===== config.mk =====
export PLATFORM = sky130hd
export DESIGN_NAME = irc_readout_ctrl
export DESIGN_NICKNAME = d
export VERILOG_FILES = /design/src/core/irc_pkg.sv /design/src/core/irc_readout_ctrl.sv
export VERILOG_INCLUDE_DIRS = /design/src /design/src/core
export SDC_FILE = /design/constraint.sdc
export NUM_CORES = 1
export LEC_CHECK = 0
export BUFFER_PORTS_ARGS = -buffer_cell sky130_fd_sc_hd__buf_4
export CORE_ASPECT_RATIO = 2
export CORE_MARGIN = 1.5
export CORE_UTILIZATION = 50
export DETAILED_ROUTE_END_ITERATION = 8
export PLACE_DENSITY = 0.8
export SLEW_MARGIN = 20
export SYNTH_ARGS = -nofsm -noshare
export SYNTH_HDL_FRONTEND = slang
export SYNTH_SLANG_ARGS = --single-unit

===== constraint.sdc =====
create_clock -name clk -period 2.91 [get_ports clk]
set_clock_uncertainty 0.05 [all_clocks]
set_input_delay 0.291 -clock clk [delete_from_list [all_inputs] [get_ports clk]]
set_output_delay 0.291 -clock clk [all_outputs]
set_load 0.01 [all_outputs]

===== src/core/irc_params.svh =====
// Purpose: Offsets, field positions, reset values and timing counts.
// Assumes: Byte addresses on a 32-bit Avalon-MM slave, clk at 250 MHz.
// Notes: Each register takes one aligned word.
`ifndef IRC_PARAMS_SVH
`define IRC_PARAMS_SVH

// Register byte offsets.
`define IRC_OFF_CTRL    6'h00
`define IRC_OFF_XSTART  6'h04
`define IRC_OFF_YSTART  6'h08
`define IRC_OFF_GAIN    6'h0c
`define IRC_OFF_DACRAW  6'h10
`define IRC_OFF_DACFINE 6'h14
`define IRC_OFF_DACDARK 6'h18
`define IRC_OFF_PIXCNT  6'h1c
`define IRC_OFF_STATUS  6'h20

// Control register field positions.
`define IRC_CTRL_SUB_LSB  0
`define IRC_CTRL_NDR_BIT  3
`define IRC_CTRL_ONE_BIT  4
`define IRC_CTRL_STBY_BIT 5
`define IRC_CTRL_SADC_BIT 6
`define IRC_CTRL_CAL_BIT  7

// Status register field positions.
`define IRC_STAT_COL_LSB  0
`define IRC_STAT_ROW_LSB  12
`define IRC_STAT_BLK_BIT  24
`define IRC_STAT_RD_BIT   25

// Reset values.
`define IRC_RST_PIXCNT 12'h8a2
`define IRC_RST_GAIN   4'h0
`define IRC_RST_DAC    8'h80

// Address grid and start-coordinate limits.
`define IRC_X_BLOCK  24
`define IRC_X_STARTS 99
`define IRC_Y_STARTS 138

// Timing: printed figures, then derived clock counts.
`define IRC_CLK_PS      4000
`define IRC_PIX_PS      25000
`define IRC_BLANK_PS    7200000
`define IRC_PIX_CYC   ((`IRC_PIX_PS + `IRC_CLK_PS - 1) / `IRC_CLK_PS)
`define IRC_BLANK_CYC ((`IRC_BLANK_PS + `IRC_CLK_PS - 1) / `IRC_CLK_PS)

`endif


===== src/core/irc_pkg.sv =====
// Purpose: Types shared by the readout control block.
// Assumes: Included alongside irc_params.svh.
// Notes: All state of the top module is one packed struct.
package irc_pkg;

   typedef enum logic [2:0] {
      IRC_IDLE  = 3'b001,
      IRC_BLANK = 3'b010,
      IRC_READ  = 3'b100
   } irc_state_t;

   // Avalon-MM request from the master.
   typedef struct packed {
      logic [5:0] address;
      logic read;
      logic write;
      logic [31:0] writedata;
   } irc_avreq_t;

   // Avalon-MM answer to the master.
   typedef struct packed {
      logic waitrequest;
      logic [31:0] readdata;
   } irc_avrsp_t;

   // Configuration written by software.
   typedef struct packed {
      logic [2:0] subMode;
      logic nondestructiveMode;
      logic oneOut;
      logic ampStandby;
      logic singleAdc;
      logic calibrate;
      logic [6:0] xStart;
      logic [7:0] yStart;
      logic [3:0] gain;
      logic [7:0] dacRaw;
      logic [7:0] dacFine;
      logic [7:0] dacDark;
      logic [11:0] pixCount;
   } irc_cfg_t;

   // Pin-side controls of the array and amplifier.
   typedef struct packed {
      logic [11:0] colAddr;
      logic [11:0] rowAddr;
      logic pixelStrobe;
      logic busSel;
      logic adcSel;
      logic loadX;
      logic loadY;
      logic blanking;
      logic darkOnBus;
      logic resetBusTie;
      logic singleOut;
      logic path2Standby;
      logic ampStandby;
      logic [3:0] gain;
      logic [7:0] dacRaw;
      logic [7:0] dacFine;
      logic [7:0] dacDark;
   } irc_pins_t;

endpackage


===== src/core/irc_readout_ctrl.sv =====
// Purpose: Readout addressing and output-path control of a pixel array.
// Assumes: Frame and row pulses come from a camera controller off-domain.
// Notes: Registers on Avalon-MM with waitrequest; one clock, clock enable.
//
// Implementation choices: the placing of the registers and the Avalon-MM slave port.
`timescale 1ns/10ps
`include "irc_params.svh"

// Behaviour
// - Frame start loads the row start and each row pulse loads column start.
// - A row lasts one blanking interval plus one pixel period per pixel.
// - Two outputs after reset; single-output merges and idles path two.
// - The standby bit idles the whole output amplifier.
// - The gain stage takes a 4-bit code, 0000 lowest to 1111 highest.
// - Each offset DAC takes a linear 8-bit code.
// - Nondestructive mode ties both reset buses to the trim DAC output.
// - During amplifier calibration the dark level is driven onto the buses.
// - Even and odd columns go to two converters, or all to one.
// - Each sub-sampling mode reads two adjacent pixels then steps 2 to 12.
// - Addressing repeats in 24-wide blocks with 99 x and 138 y starts.
// - Columns are addressed in pairs, rows one at a time.
// - The nondestructive bit picks double-sampled or nondestructive read.
// - After the first row pulse of a frame, row pulses alternate next row and mode step; every row pulse not taken with a frame pulse starts row blanking.
module irc_readout_ctrl (
   input wire logic clk, // 250 MHz clock.
   input wire logic sys_rst, // Synchronous reset, active high.
   input wire logic clkEn, // Clock enable; state holds while low.
   input wire irc_pkg::irc_avreq_t avReq, // Avalon-MM request.
   output irc_pkg::irc_avrsp_t avRsp, // Avalon-MM answer.
   input wire logic frameStartPin, // Frame-start pulse from the controller.
   input wire logic rowClockPin, // Row-clock pulse from the controller.
   output irc_pkg::irc_pins_t pins // Array and amplifier controls.
);
   import irc_pkg::*;

   // Timing counts in clocks and the column grid, sized to the counters.
   localparam logic [11:0] PIX_CYC = 12'(`IRC_PIX_CYC);
   localparam logic [11:0] BLANK_CYC = 12'(`IRC_BLANK_CYC);
   localparam logic [11:0] X_BLOCK = 12'(`IRC_X_BLOCK);

   // All state of the block is one packed struct, filled by one process.
   typedef struct packed {
      irc_state_t state;
      irc_cfg_t cfg;
      irc_pins_t pins;
      irc_avrsp_t rsp;
      logic [1:0] fsSync;
      logic [1:0] rcSync;
      logic fsPrev;
      logic rcPrev;
      logic rowPhase;
      // Set by frame start, so the first row pulse keeps the start row.
      logic firstRow;
      logic [11:0] timer;
      logic [11:0] pixLeft;
   } irc_regs_t;

   irc_regs_t cur_ff;
   irc_regs_t nxt_cur;

   // Address advance after a pair of adjacent pixels, per sub-sample mode.
   // Any code with the top bit set takes the widest step, twelve.
   function automatic logic [11:0] stepOf(input logic [2:0] mode);
      logic [11:0] s;
      s = 12'h00c;
      unique case (mode)
         3'b000: s = 12'h002;
         3'b001: s = 12'h004;
         3'b010: s = 12'h006;
         3'b011: s = 12'h008;
         default: s = 12'h00c;
      endcase
      return s;
   endfunction

   // Register read mux; unmapped offsets read as zero.
   // Status bits are live, so a read shows the sequencer as it stands.
   function automatic logic [31:0] readMux(input irc_regs_t r,
                                           input logic [5:0] a);
      logic [31:0] d;
      d = 32'h0;
      unique case (a)
         `IRC_OFF_CTRL: d = {24'h0, r.cfg.calibrate, r.cfg.singleAdc,
            r.cfg.ampStandby, r.cfg.oneOut, r.cfg.nondestructiveMode,
            r.cfg.subMode};
         `IRC_OFF_XSTART: d = {25'h0, r.cfg.xStart};
         `IRC_OFF_YSTART: d = {24'h0, r.cfg.yStart};
         `IRC_OFF_GAIN: d = {28'h0, r.cfg.gain};
         `IRC_OFF_DACRAW: d = {24'h0, r.cfg.dacRaw};
         `IRC_OFF_DACFINE: d = {24'h0, r.cfg.dacFine};
         `IRC_OFF_DACDARK: d = {24'h0, r.cfg.dacDark};
         `IRC_OFF_PIXCNT: d = {20'h0, r.cfg.pixCount};
         `IRC_OFF_STATUS: d = {6'h0, r.state == IRC_READ,
            r.state == IRC_BLANK, r.pins.rowAddr, r.pins.colAddr};
         default: d = 32'h0;
      endcase
      return d;
   endfunction

   // Next-state logic for the bus slave, the sequencer and the outputs.
   // Every output leaves through cur_ff; the configuration pins change one clock
   // after cfg, while blanking and darkOnBus change with the state and adcSel with busSel.
   // Logic downstream counts on that single cycle of latency.
   // A frame pulse always wins over a row pulse in the same cycle, and a
   // row pulse that arrives in the middle of a row restarts blanking.
   always_comb begin
      logic fsEdge;
      logic rcEdge;
      logic take;
      logic [11:0] step;
      fsEdge = 1'b0;
      rcEdge = 1'b0;
      take = 1'b0;
      step = 12'h0;
      nxt_cur = cur_ff;

      // Pins pass two flip-flops; edges are taken from the second stage.
      // Only the second stage feeds the edge detector, so a metastable
      // first stage never reaches the sequencer.
      // The previous-value flops reset low, the idle level of both pins,
      // so no false edge follows reset.
      nxt_cur.fsSync = {cur_ff.fsSync[0], frameStartPin};
      nxt_cur.rcSync = {cur_ff.rcSync[0], rowClockPin};
      nxt_cur.fsPrev = cur_ff.fsSync[1];
      nxt_cur.rcPrev = cur_ff.rcSync[1];
      fsEdge = cur_ff.fsSync[1] & ~cur_ff.fsPrev;
      rcEdge = cur_ff.rcSync[1] & ~cur_ff.rcPrev;
      step = stepOf(cur_ff.cfg.subMode);

      // Avalon slave: one wait cycle, then the access completes.
      // The request is looked at while waitrequest is high, the answer is
      // registered, and the write lands at the edge where the master sees
      // waitrequest low.
      // A master that keeps its request up past that edge starts another.
      take = (avReq.read | avReq.write) & ~cur_ff.rsp.waitrequest;
      nxt_cur.rsp.waitrequest = 1'b1;
      if ((avReq.read | avReq.write) & cur_ff.rsp.waitrequest) begin
         nxt_cur.rsp.waitrequest = 1'b0;
         // Read data is captured with the answer and held until the next.
         nxt_cur.rsp.readdata = readMux(cur_ff, avReq.address);
      end
      // Writes to unmapped offsets and to the status word are dropped.
      if (take & avReq.write) begin
         unique case (avReq.address)
            `IRC_OFF_CTRL: begin
               nxt_cur.cfg.subMode =
                  avReq.writedata[`IRC_CTRL_SUB_LSB +: 3];
               nxt_cur.cfg.nondestructiveMode =
                  avReq.writedata[`IRC_CTRL_NDR_BIT];
               nxt_cur.cfg.oneOut = avReq.writedata[`IRC_CTRL_ONE_BIT];
               nxt_cur.cfg.ampStandby = avReq.writedata[`IRC_CTRL_STBY_BIT];
               nxt_cur.cfg.singleAdc = avReq.writedata[`IRC_CTRL_SADC_BIT];
               nxt_cur.cfg.calibrate = avReq.writedata[`IRC_CTRL_CAL_BIT];
            end
            `IRC_OFF_XSTART: begin
               // Start indices beyond the array clamp to the last one.
               // The index counts 24-pixel blocks, so it lands on the grid.
               if (avReq.writedata[6:0] < 7'(`IRC_X_STARTS)) begin
                  nxt_cur.cfg.xStart = avReq.writedata[6:0];
               end else begin
                  nxt_cur.cfg.xStart = 7'(`IRC_X_STARTS - 1);
               end
            end
            `IRC_OFF_YSTART: begin
               // Row starts may be any row inside the array.
               if (avReq.writedata[7:0] < 8'(`IRC_Y_STARTS)) begin
                  nxt_cur.cfg.yStart = avReq.writedata[7:0];
               end else begin
                  nxt_cur.cfg.yStart = 8'(`IRC_Y_STARTS - 1);
               end
            end
            // Codes and DAC words pass straight through to the pins.
            `IRC_OFF_GAIN: nxt_cur.cfg.gain = avReq.writedata[3:0];
            `IRC_OFF_DACRAW: nxt_cur.cfg.dacRaw = avReq.writedata[7:0];
            `IRC_OFF_DACFINE: nxt_cur.cfg.dacFine = avReq.writedata[7:0];
            `IRC_OFF_DACDARK: nxt_cur.cfg.dacDark = avReq.writedata[7:0];
            `IRC_OFF_PIXCNT: nxt_cur.cfg.pixCount = avReq.writedata[11:0];
            default: ;
         endcase
      end

      // Sequencer: row pulse, blanking, then one pixel per pixel period.
      // The pixel period is rounded up to whole clocks, so a row is never
      // shorter than the nominal blanking plus pixel time.
      // Strobes last one cycle; they are cleared unless set again below.
      nxt_cur.pins.loadX = 1'b0;
      nxt_cur.pins.loadY = 1'b0;
      nxt_cur.pins.pixelStrobe = 1'b0;
      if (fsEdge) begin
         nxt_cur.pins.rowAddr = 12'(cur_ff.cfg.yStart);
         nxt_cur.pins.loadY = 1'b1;
         nxt_cur.rowPhase = 1'b0;
         nxt_cur.firstRow = 1'b1;
         nxt_cur.state = IRC_IDLE;
      end else if (rcEdge) begin
         // Rows go one by one: two adjacent rows, then the mode step.
         // The first row pulse of a frame reads the programmed start row.
         if (cur_ff.firstRow) begin
            nxt_cur.rowPhase = 1'b0;
            nxt_cur.firstRow = 1'b0;
         end else if (!cur_ff.rowPhase) begin
            nxt_cur.pins.rowAddr = cur_ff.pins.rowAddr + 12'h001;
            nxt_cur.rowPhase = 1'b1;
         end else begin
            nxt_cur.pins.rowAddr =
               cur_ff.pins.rowAddr + step - 12'h001;
            nxt_cur.rowPhase = 1'b0;
         end
         // Each row restarts at the programmed column block.
         nxt_cur.pins.colAddr =
            12'(cur_ff.cfg.xStart * X_BLOCK);
         nxt_cur.pins.loadX = 1'b1;
         nxt_cur.pins.busSel = 1'b0;
         nxt_cur.timer = BLANK_CYC - 12'h001;
         nxt_cur.pixLeft = cur_ff.cfg.pixCount;
         nxt_cur.state = IRC_BLANK;
      end else begin
         unique case (cur_ff.state)
            IRC_IDLE: ;
            IRC_BLANK: begin
               // A zero pixel count ends the row after blanking.
               if (cur_ff.timer == 12'h0) begin
                  nxt_cur.timer = PIX_CYC - 12'h001;
                  nxt_cur.state =
                     (cur_ff.pixLeft == 12'h0) ? IRC_IDLE : IRC_READ;
               end else begin
                  nxt_cur.timer = cur_ff.timer - 12'h001;
               end
            end
            IRC_READ: begin
               if (cur_ff.timer == 12'h0) begin
                  // One pixel per period; the pair advances after two.
                  // busSel shows the bus of the pixel after this strobe.
                  nxt_cur.pins.pixelStrobe = 1'b1;
                  nxt_cur.pixLeft = cur_ff.pixLeft - 12'h001;
                  nxt_cur.timer = PIX_CYC - 12'h001;
                  nxt_cur.pins.busSel = ~cur_ff.pins.busSel;
                  if (cur_ff.pins.busSel) begin
                     nxt_cur.pins.colAddr =
                        cur_ff.pins.colAddr + step;
                  end
                  // The last pixel of the row returns to idle.
                  if (cur_ff.pixLeft == 12'h001) begin
                     nxt_cur.state = IRC_IDLE;
                  end
               end else begin
                  nxt_cur.timer = cur_ff.timer - 12'h001;
               end
            end
            // An illegal state code falls back to idle.
            default: nxt_cur.state = IRC_IDLE;
         endcase
      end

      // Converter select follows the column parity unless one is used.
      // With one converter every pixel goes to the even-column input.
      nxt_cur.pins.adcSel = cur_ff.cfg.singleAdc ? 1'b0 :
         nxt_cur.pins.busSel;

      // Amplifier and output-path controls.
      // Apart from blanking and the state term of darkOnBus, these follow the configuration one clock late; software
      // should change them only between frames so a row never sees a mix.
      // Path two idles in single-output mode and with the whole amplifier.
      nxt_cur.pins.blanking = (nxt_cur.state == IRC_BLANK);
      nxt_cur.pins.darkOnBus = (nxt_cur.state == IRC_BLANK) |
         cur_ff.cfg.calibrate;
      nxt_cur.pins.resetBusTie = cur_ff.cfg.nondestructiveMode;
      nxt_cur.pins.singleOut = cur_ff.cfg.oneOut;
      nxt_cur.pins.path2Standby = cur_ff.cfg.oneOut |
         cur_ff.cfg.ampStandby;
      nxt_cur.pins.ampStandby = cur_ff.cfg.ampStandby;
      nxt_cur.pins.gain = cur_ff.cfg.gain;
      nxt_cur.pins.dacRaw = cur_ff.cfg.dacRaw;
      nxt_cur.pins.dacFine = cur_ff.cfg.dacFine;
      nxt_cur.pins.dacDark = cur_ff.cfg.dacDark;
   end

   // State register with synchronous reset and clock enable.
   // Reset wins over the clock enable, so a reset taken while the enable
   // is low still returns the block to its idle state.
   always_ff @(posedge clk) begin
      if (sys_rst) begin
         cur_ff <= '0;
         cur_ff.state <= IRC_IDLE;
         cur_ff.rsp.waitrequest <= 1'b1;
         cur_ff.cfg.pixCount <= `IRC_RST_PIXCNT;
         cur_ff.cfg.gain <= `IRC_RST_GAIN;
         cur_ff.cfg.dacRaw <= `IRC_RST_DAC;
         cur_ff.cfg.dacFine <= `IRC_RST_DAC;
         cur_ff.cfg.dacDark <= `IRC_RST_DAC;
         cur_ff.pins.gain <= `IRC_RST_GAIN;
         cur_ff.pins.dacRaw <= `IRC_RST_DAC;
         cur_ff.pins.dacFine <= `IRC_RST_DAC;
         cur_ff.pins.dacDark <= `IRC_RST_DAC;
      end else if (clkEn) begin
         cur_ff <= nxt_cur;
      end
   end

   // Outputs come straight from the state register.
   // No logic sits between the state flops and the ports.
   assign avRsp = cur_ff.rsp;
   assign pins = cur_ff.pins;

endmodule


### Word-level counts from Yosys, hierarchy flattened

Index checks and enable logic that the tools add are counted.

* RAM bits: 0
* ROM bits: 0
* logic and storage cells: 142
* bits in latches: 0
* memories kept: 0
* flip-flop bits (word level): 194
* output and inout port bits: 96

* muxes and demuxes: 38
* $lt $le $gt $ge: 2
* equal/unequal tests: 17
* reductions and logical operators: 24
* multiply operators: 1
* bitwise gates (word level): 13
* add/subtract/negate cells: 6
* divide/modulo/power cells: 0
* shifts and indexed selects: 0

Operators by type and width (count)
* one-hot mux 26 bit (9 select lines): 1
* 2-to-1 mux 12 bit: 12
* subtractor 12 x 1 -> 12 bit (second input constant): 3
* 2-to-1 mux 33 bit: 1
* AND reduction 3 bit: 10
* adder 12 bit: 2
* equality test 6 x 5 -> 1 bit (second input constant): 4
* logical NOT 12 bit: 2
* 2-to-1 mux 24 bit: 1
* 2-to-1 mux 3 bit: 6
* one-hot mux 4 bit (4 select lines): 1
* adder 12 x 1 -> 12 bit (second input constant): 1
* equality test 12 x 1 -> 1 bit (second input constant): 1
* equality test 3 x 2 -> 1 bit (second input constant): 4
* equality test 6 x 4 -> 1 bit (second input constant): 2
* 2-to-1 mux 2 bit: 5
* nonzero test 2 bit: 5
* multiplier 7 x 2 -> 9 bit (second input constant): 1
* one-hot mux 3 bit (3 select lines): 1
* < comparator 8 bit (second input constant): 1
* 2-to-1 mux 1 bit: 8
* 2-to-1 mux 8 bit: 1
* < comparator 7 bit (second input constant): 1
* 2-to-1 mux 7 bit: 1
* 14 further kinds: 26

### Logic depth before layout (Yosys ltp)

* word-level depth: 8
* mapped depth: 13

### Least setup slack after synthesis

No wires, ideal clock.

* path type: register -> register
* from: reg cur_ff[188] (netlist bit)
* to: reg pins[50] (netlist name)
* setup slack: 126 ps
* period minus slack after synthesis: 2784 ps
* data arrival time: 2639 ps
* buffers on the path: 0
* stages on the path, launching flop included: 14
* path through: dfxtp_1 or2_2 ha_1 inv_1 ha_1 inv_1 fa_1 nand2b_1 a21oi_1 o21ai_1 or4b_1 o311ai_1 mux2i_1 a221oi_1

* word-level cells in the longest chain between the ends: 8
* elaborated cells between the ends (all ways): 11
* those cells by class: 2 x add/sub; 3 x eq/ne; 5 x mux; 1 x reduce/logical

RTL lines
* start, declared: RTL line irc_readout_ctrl.sv:58 `irc_regs_t cur_ff;`
* start signal, assigned: RTL line irc_readout_ctrl.sv:296 `cur_ff <= nxt_cur;`
* equality test 3 x 2 -> 1 bit (tied with other cells): RTL line irc_readout_ctrl.sv:66 `unique case (mode)`
* one-hot mux 4 bit (4 select lines) *: RTL line irc_readout_ctrl.sv:66
* adder 12 bit *: RTL line irc_readout_ctrl.sv:206 `cur_ff.pins.rowAddr + step - 12'h001;`
* subtractor 12 x 1 -> 12 bit *: RTL line irc_readout_ctrl.sv:206
* 2-to-1 mux 12 bit *: RTL line irc_readout_ctrl.sv:201 `end else if (!cur_ff.rowPhase) begin`
* 2-to-1 mux 12 bit *: RTL line irc_readout_ctrl.sv:198 `if (cur_ff.firstRow) begin`
* 2-to-1 mux 12 bit *: RTL line irc_readout_ctrl.sv:195 `end else if (rcEdge) begin`
* 2-to-1 mux 12 bit *: RTL line irc_readout_ctrl.sv:189 `if (fsEdge) begin`

Mark *: on every way between the ends. The rest lies on a longest branch, timed or not. The select of a mux whose other input is x is not followed.
A chain may end at the register's enable or synchronous reset.

### Worst setup path in the final report

* from: reg cur_ff[190] (netlist bit)
* to: reg pins[50] (netlist name)

* word-level cells in the longest chain between the ends: 8
* elaborated cells between the ends (all ways): 11
* those cells by class: 2 x add/sub; 3 x eq/ne; 5 x mux; 1 x reduce/logical

RTL lines (RTL line)
* equality test 3 x 2 -> 1 bit (tied with other cells): irc_readout_ctrl.sv:66
* one-hot mux 4 bit (4 select lines) *: irc_readout_ctrl.sv:66
* adder 12 bit *: irc_readout_ctrl.sv:206
* subtractor 12 x 1 -> 12 bit *: irc_readout_ctrl.sv:206
* 2-to-1 mux 12 bit *: irc_readout_ctrl.sv:201
* 2-to-1 mux 12 bit *: irc_readout_ctrl.sv:198
* 2-to-1 mux 12 bit *: irc_readout_ctrl.sv:195
* 2-to-1 mux 12 bit *: irc_readout_ctrl.sv:189

Marked as above.

==> flow_metrics.py <==
metrics = {
    "power_and_ir_drop": {
        "peakVddDrop_mv": 0.383,
        "leakage_nw": 4.45,
        "power.total_mw": 5.39,
        "power_density_mw_per_mm2": 482,
    },
    "critical_path": {
        "rr_endpoint": "pins[50]$_SDFFE_PP0P_",
        "cp.depth": 13,
        "worst-r2r-cell-count": 13,
        "r2r_start": "cur_ff[190]$_SDFFE_PP0P_",
        "crit_required_ps": 3220,
        "r2r_slack_ps": 70,
        "critPathLaunchType": "register",
        "crit_fanout": 4,
        "cp_cell_sequence": "buf_4 -> a21o_1 -> inv_1 -> ha_1 -> inv_1 -> ha_1 -> o211ai_1 -> a21oi_4 -> o21ai_2 -> or4b_4 -> o311ai_4 -> mux2i_1 -> a221oi_1",
        "cpMaxStageDelayCell": "or4b_4",
        "slowest_delay_ps": 500,
        "end_kind": "register",
        "cp.arrival_ps": 3150,
        "worst-setup-path-type": "reg2reg",
        "cp_top_family": "compound AO/OA/AOI/OAI gates",
        "cp.buffers_inverters": 3,
    },
    "synthesis": {
        "yosysWarnings": 0,
        "synth_edf_count": 0,
        "async_flop_share_pct": 0,
        "synth.cell_area_sq_mm": 0.0101,
        "synth_seq_area_share_pct": 37.0,
        "synth-seq-cells": 187,
        "ys_top_cells_by_area": "dfxtp_1, buf_4, a21oi_1, nand2_1, nor2_1",
        "avgSynthCellArea_sq_um": 8.08,
        "netlist.area_leader.share_pct": 37.0,
        "synth_top_area_cell": "dfxtp_1",
        "synthDistinctLibCells": 76,
        "syn_inst": 1252,
        "ys_dominant_reg_cell": "dfxtp_1",
    },
    "placement": {
        "routabilityCongestion": 0.951,
        "hpwl_mm": 22.0,
        "io_buffer_count": 113,
    },
    "timing": {
        "drv_slew": 0,
        "slew-limit-headroom_pct": 42.0,
        "tightest_slew_ps": 869,
        "rsz0062_at_grt": "false",
        "tns_ps": 0,
        "fin_crit_sh_pct": 97.6,
        "fmax_mhz": 352,
        "setup_viol": 0,
        "hold_viol_final": 0,
        "period_needed_ps": 2840,
    },
    "floorplanning": {
        "die_area_sq_mm": 0.0212,
        "core_area_sq_mm": 0.0198,
        "die_x_microns": 104,
        "die_y_microns": 204,
        "std_cell_rows": 73,
        "top_level_ports": 141,
        "start_util_pct": 51.1,
    },
    "detailed_routing": {
        "drtPass1Iterations": 8,
        "met3WireLength_mm": 1.47,
        "wl_met2_mm": 15.3,
        "ant_nets": 0,
        "post_drt_via_cell_ratio": 5.84,
        "num_vias": 8965,
        "routed_wl_mm": 29.6,
        "highest_layer": "met4",
        "route.detailed.drc": 0,
        "routedWlPerCell_microns": 19.3,
        "drt-met1-wl_mm": 10.3,
        "initialDrtViolationCount": 525,
    },
    "cts": {
        "cts_max_level": 4,
        "clk_latency_ps": 450,
        "cts.sinks": 187,
        "cts_root_buf": "clkbuf_16",
        "path_clk_slew_ps": 70,
        "cts_hold_buf": 0,
        "clk_path_buf_depth": 2,
        "cts_tree": "done",
        "numCtsBuffers": 17,
    },
    "finish": {
        "fin_nets": 1341,
        "drive_gt1_share_pct": 16.8,
        "area_growth_pct": 10.6,
    },
    "min_path": {
        "hp-start": "avReq[11]",
        "hold_path_depth": 3,
        "min_to": "cur_ff[139]$_SDFFE_PP1P_",
        "hold_path.class": "in2reg",
    },
    "job": {
        "max_cap_violations": 0,
    },
    "global_routing": {
        "grt_max_degree": 57,
        "track_usage_pct": 28.0,
        "antenna_found_initial": 1,
        "grt_pass1_vias": 8525,
        "grt_pass1_wl_mm": 45.8,
        "overflow": 0,
    },
    "outcome": {
        "status": "finished, final reports clean",
    },
}
placed cells by master, fill, tap and decap left out, drive strengths merged, types with 6 or more instances in the layout:
cell      n
clkbuf   18
nand3    61
nor2    132
a222oi   10
inv      51
o21ai    46
a31oi    11
mux2i    38
ha       35
xor2     10
a21o      8
nor3     33
nand3b    6
xnor2    17
nand4     6
a221oi    6
nand2b   16
conb      7
a211oi   16
o211ai    9
nor2b     8
buf     151
dfxtp   187
a22oi    32
nor3b     8
nand2   153
a21oi   119
flip-flops by register name, indices dropped and copies added (netlist names):
signal / count
pins: 62
cur_ff: 98
avRsp: 27
cells in the mapped netlist (4+ instances only):
library cell  count
nand2_1         152
nand3_1          61
o41ai_1           5
xor2_1           10
clkbuf_1         51
nor3_1           30
a222oi_1         10
nand3b_1          6
mux2i_1          38
nor3b_1           8
o21a_1            4
or4_1             4
buf_6             4
a21oi_1         117
a211o_1           5
a21o_1            8
buf_2            11
o21ai_0          42
buf_4            99
xnor2_1          17
and3_1            5
inv_1            40
dfxtp_1         187
nor2b_1           8
a31oi_1          11
or3_1             4
nand4_1           6
a211oi_1         16
o32ai_1           4
o211ai_1          9
a22oi_1          32
o21ai_1           4
ha_1             35
nor2_1          129
nand2b_1         15
a221oi_1          6
repair_timing:
item                       CTS  global route
resized for setup            2             9
pin swaps                    1             4
gates cloned                 0             0
buffers inserted             0             2
setup endpoints to repair    1             4
tightest hold or removal path: stages:
cell,delay [ps]
buf_4,80
nand2_1,40
nand3b_1,70
how the worst max path moves through the flow:
stage	startpoint	to	slack, ps
floorplan	cur_ff[188]$_SDFFE_PP0P_	pins[50]$_SDFFE_PP0P_	130
global placement	cur_ff[188]$_SDFFE_PP0P_	pins[50]$_SDFFE_PP0P_	50
detailed placement	cur_ff[188]$_SDFFE_PP0P_	pins[50]$_SDFFE_PP0P_	20
CTS	cur_ff[188]$_SDFFE_PP0P_	pins[50]$_SDFFE_PP0P_	20
global route	cur_ff[190]$_SDFFE_PP0P_	pins[50]$_SDFFE_PP0P_	1
finish	cur_ff[190]$_SDFFE_PP0P_	pins[50]$_SDFFE_PP0P_	70
power by group:
part           switching, mW  leakage [nW]  internal (mW)
clock                   1.11         0.266           1.13
sequential            0.0303          1.51           2.58
combinational          0.329          2.68          0.212
stage by stage:
step	util (%)	hold WS, ps	cells	worst slack, ps	cell area (sq um)
final	56.4	20.2	1534	69.7	11200
after global routing	56.4	21.4	1534	1.19	11200
after CTS	56.1	13.6	1531	22.3	11100
after detailed placement	53.3	410	1499	15.7	10600
after global placement	53.3	398	1499	52.6	10600
after floorplan	-	365	1258	126	10100
cell families (layout without fill, tap and decap cells):
kind of cell	Yosys count	in the layout	synth area share, %
XOR/XNOR	27	27	2.34
multiplexers	39	39	3.87
flip-flops	187	187	37.0
AO/OA/AOI/OAI	299	299	18.7
adder cells (fa/ha/maj)	38	38	4.92
buffers and inverters	211	224	12.1
AND/OR/NAND/NOR	450	450	21.0
other	1	8	0.0371
final cells by class:
class                           instances  area (sq um)
Multi-Input combinational cell        860          5250
Antenna cell                            1          2.50
Fill cell                            1868          8630
Inverter                               41           154
Clock inverter                         14           123
Tap cell                              262           328
Timing Repair Buffer                  151          1160
Clock buffer                           18           429
Sequential cell                       187          3740
metal layers:
| layer | up-vias | track usage [%] |
|---|---|---|
| met4 | 0 | 23.3 |
| li1 | 4287 | - |
| met2 | 348 | 51.2 |
| met5 | - | 0 |
| met3 | 116 | 5.01 |
| met1 | 4214 | 27.1 |
Note: power is estimated with default switching activity, not from simulation.
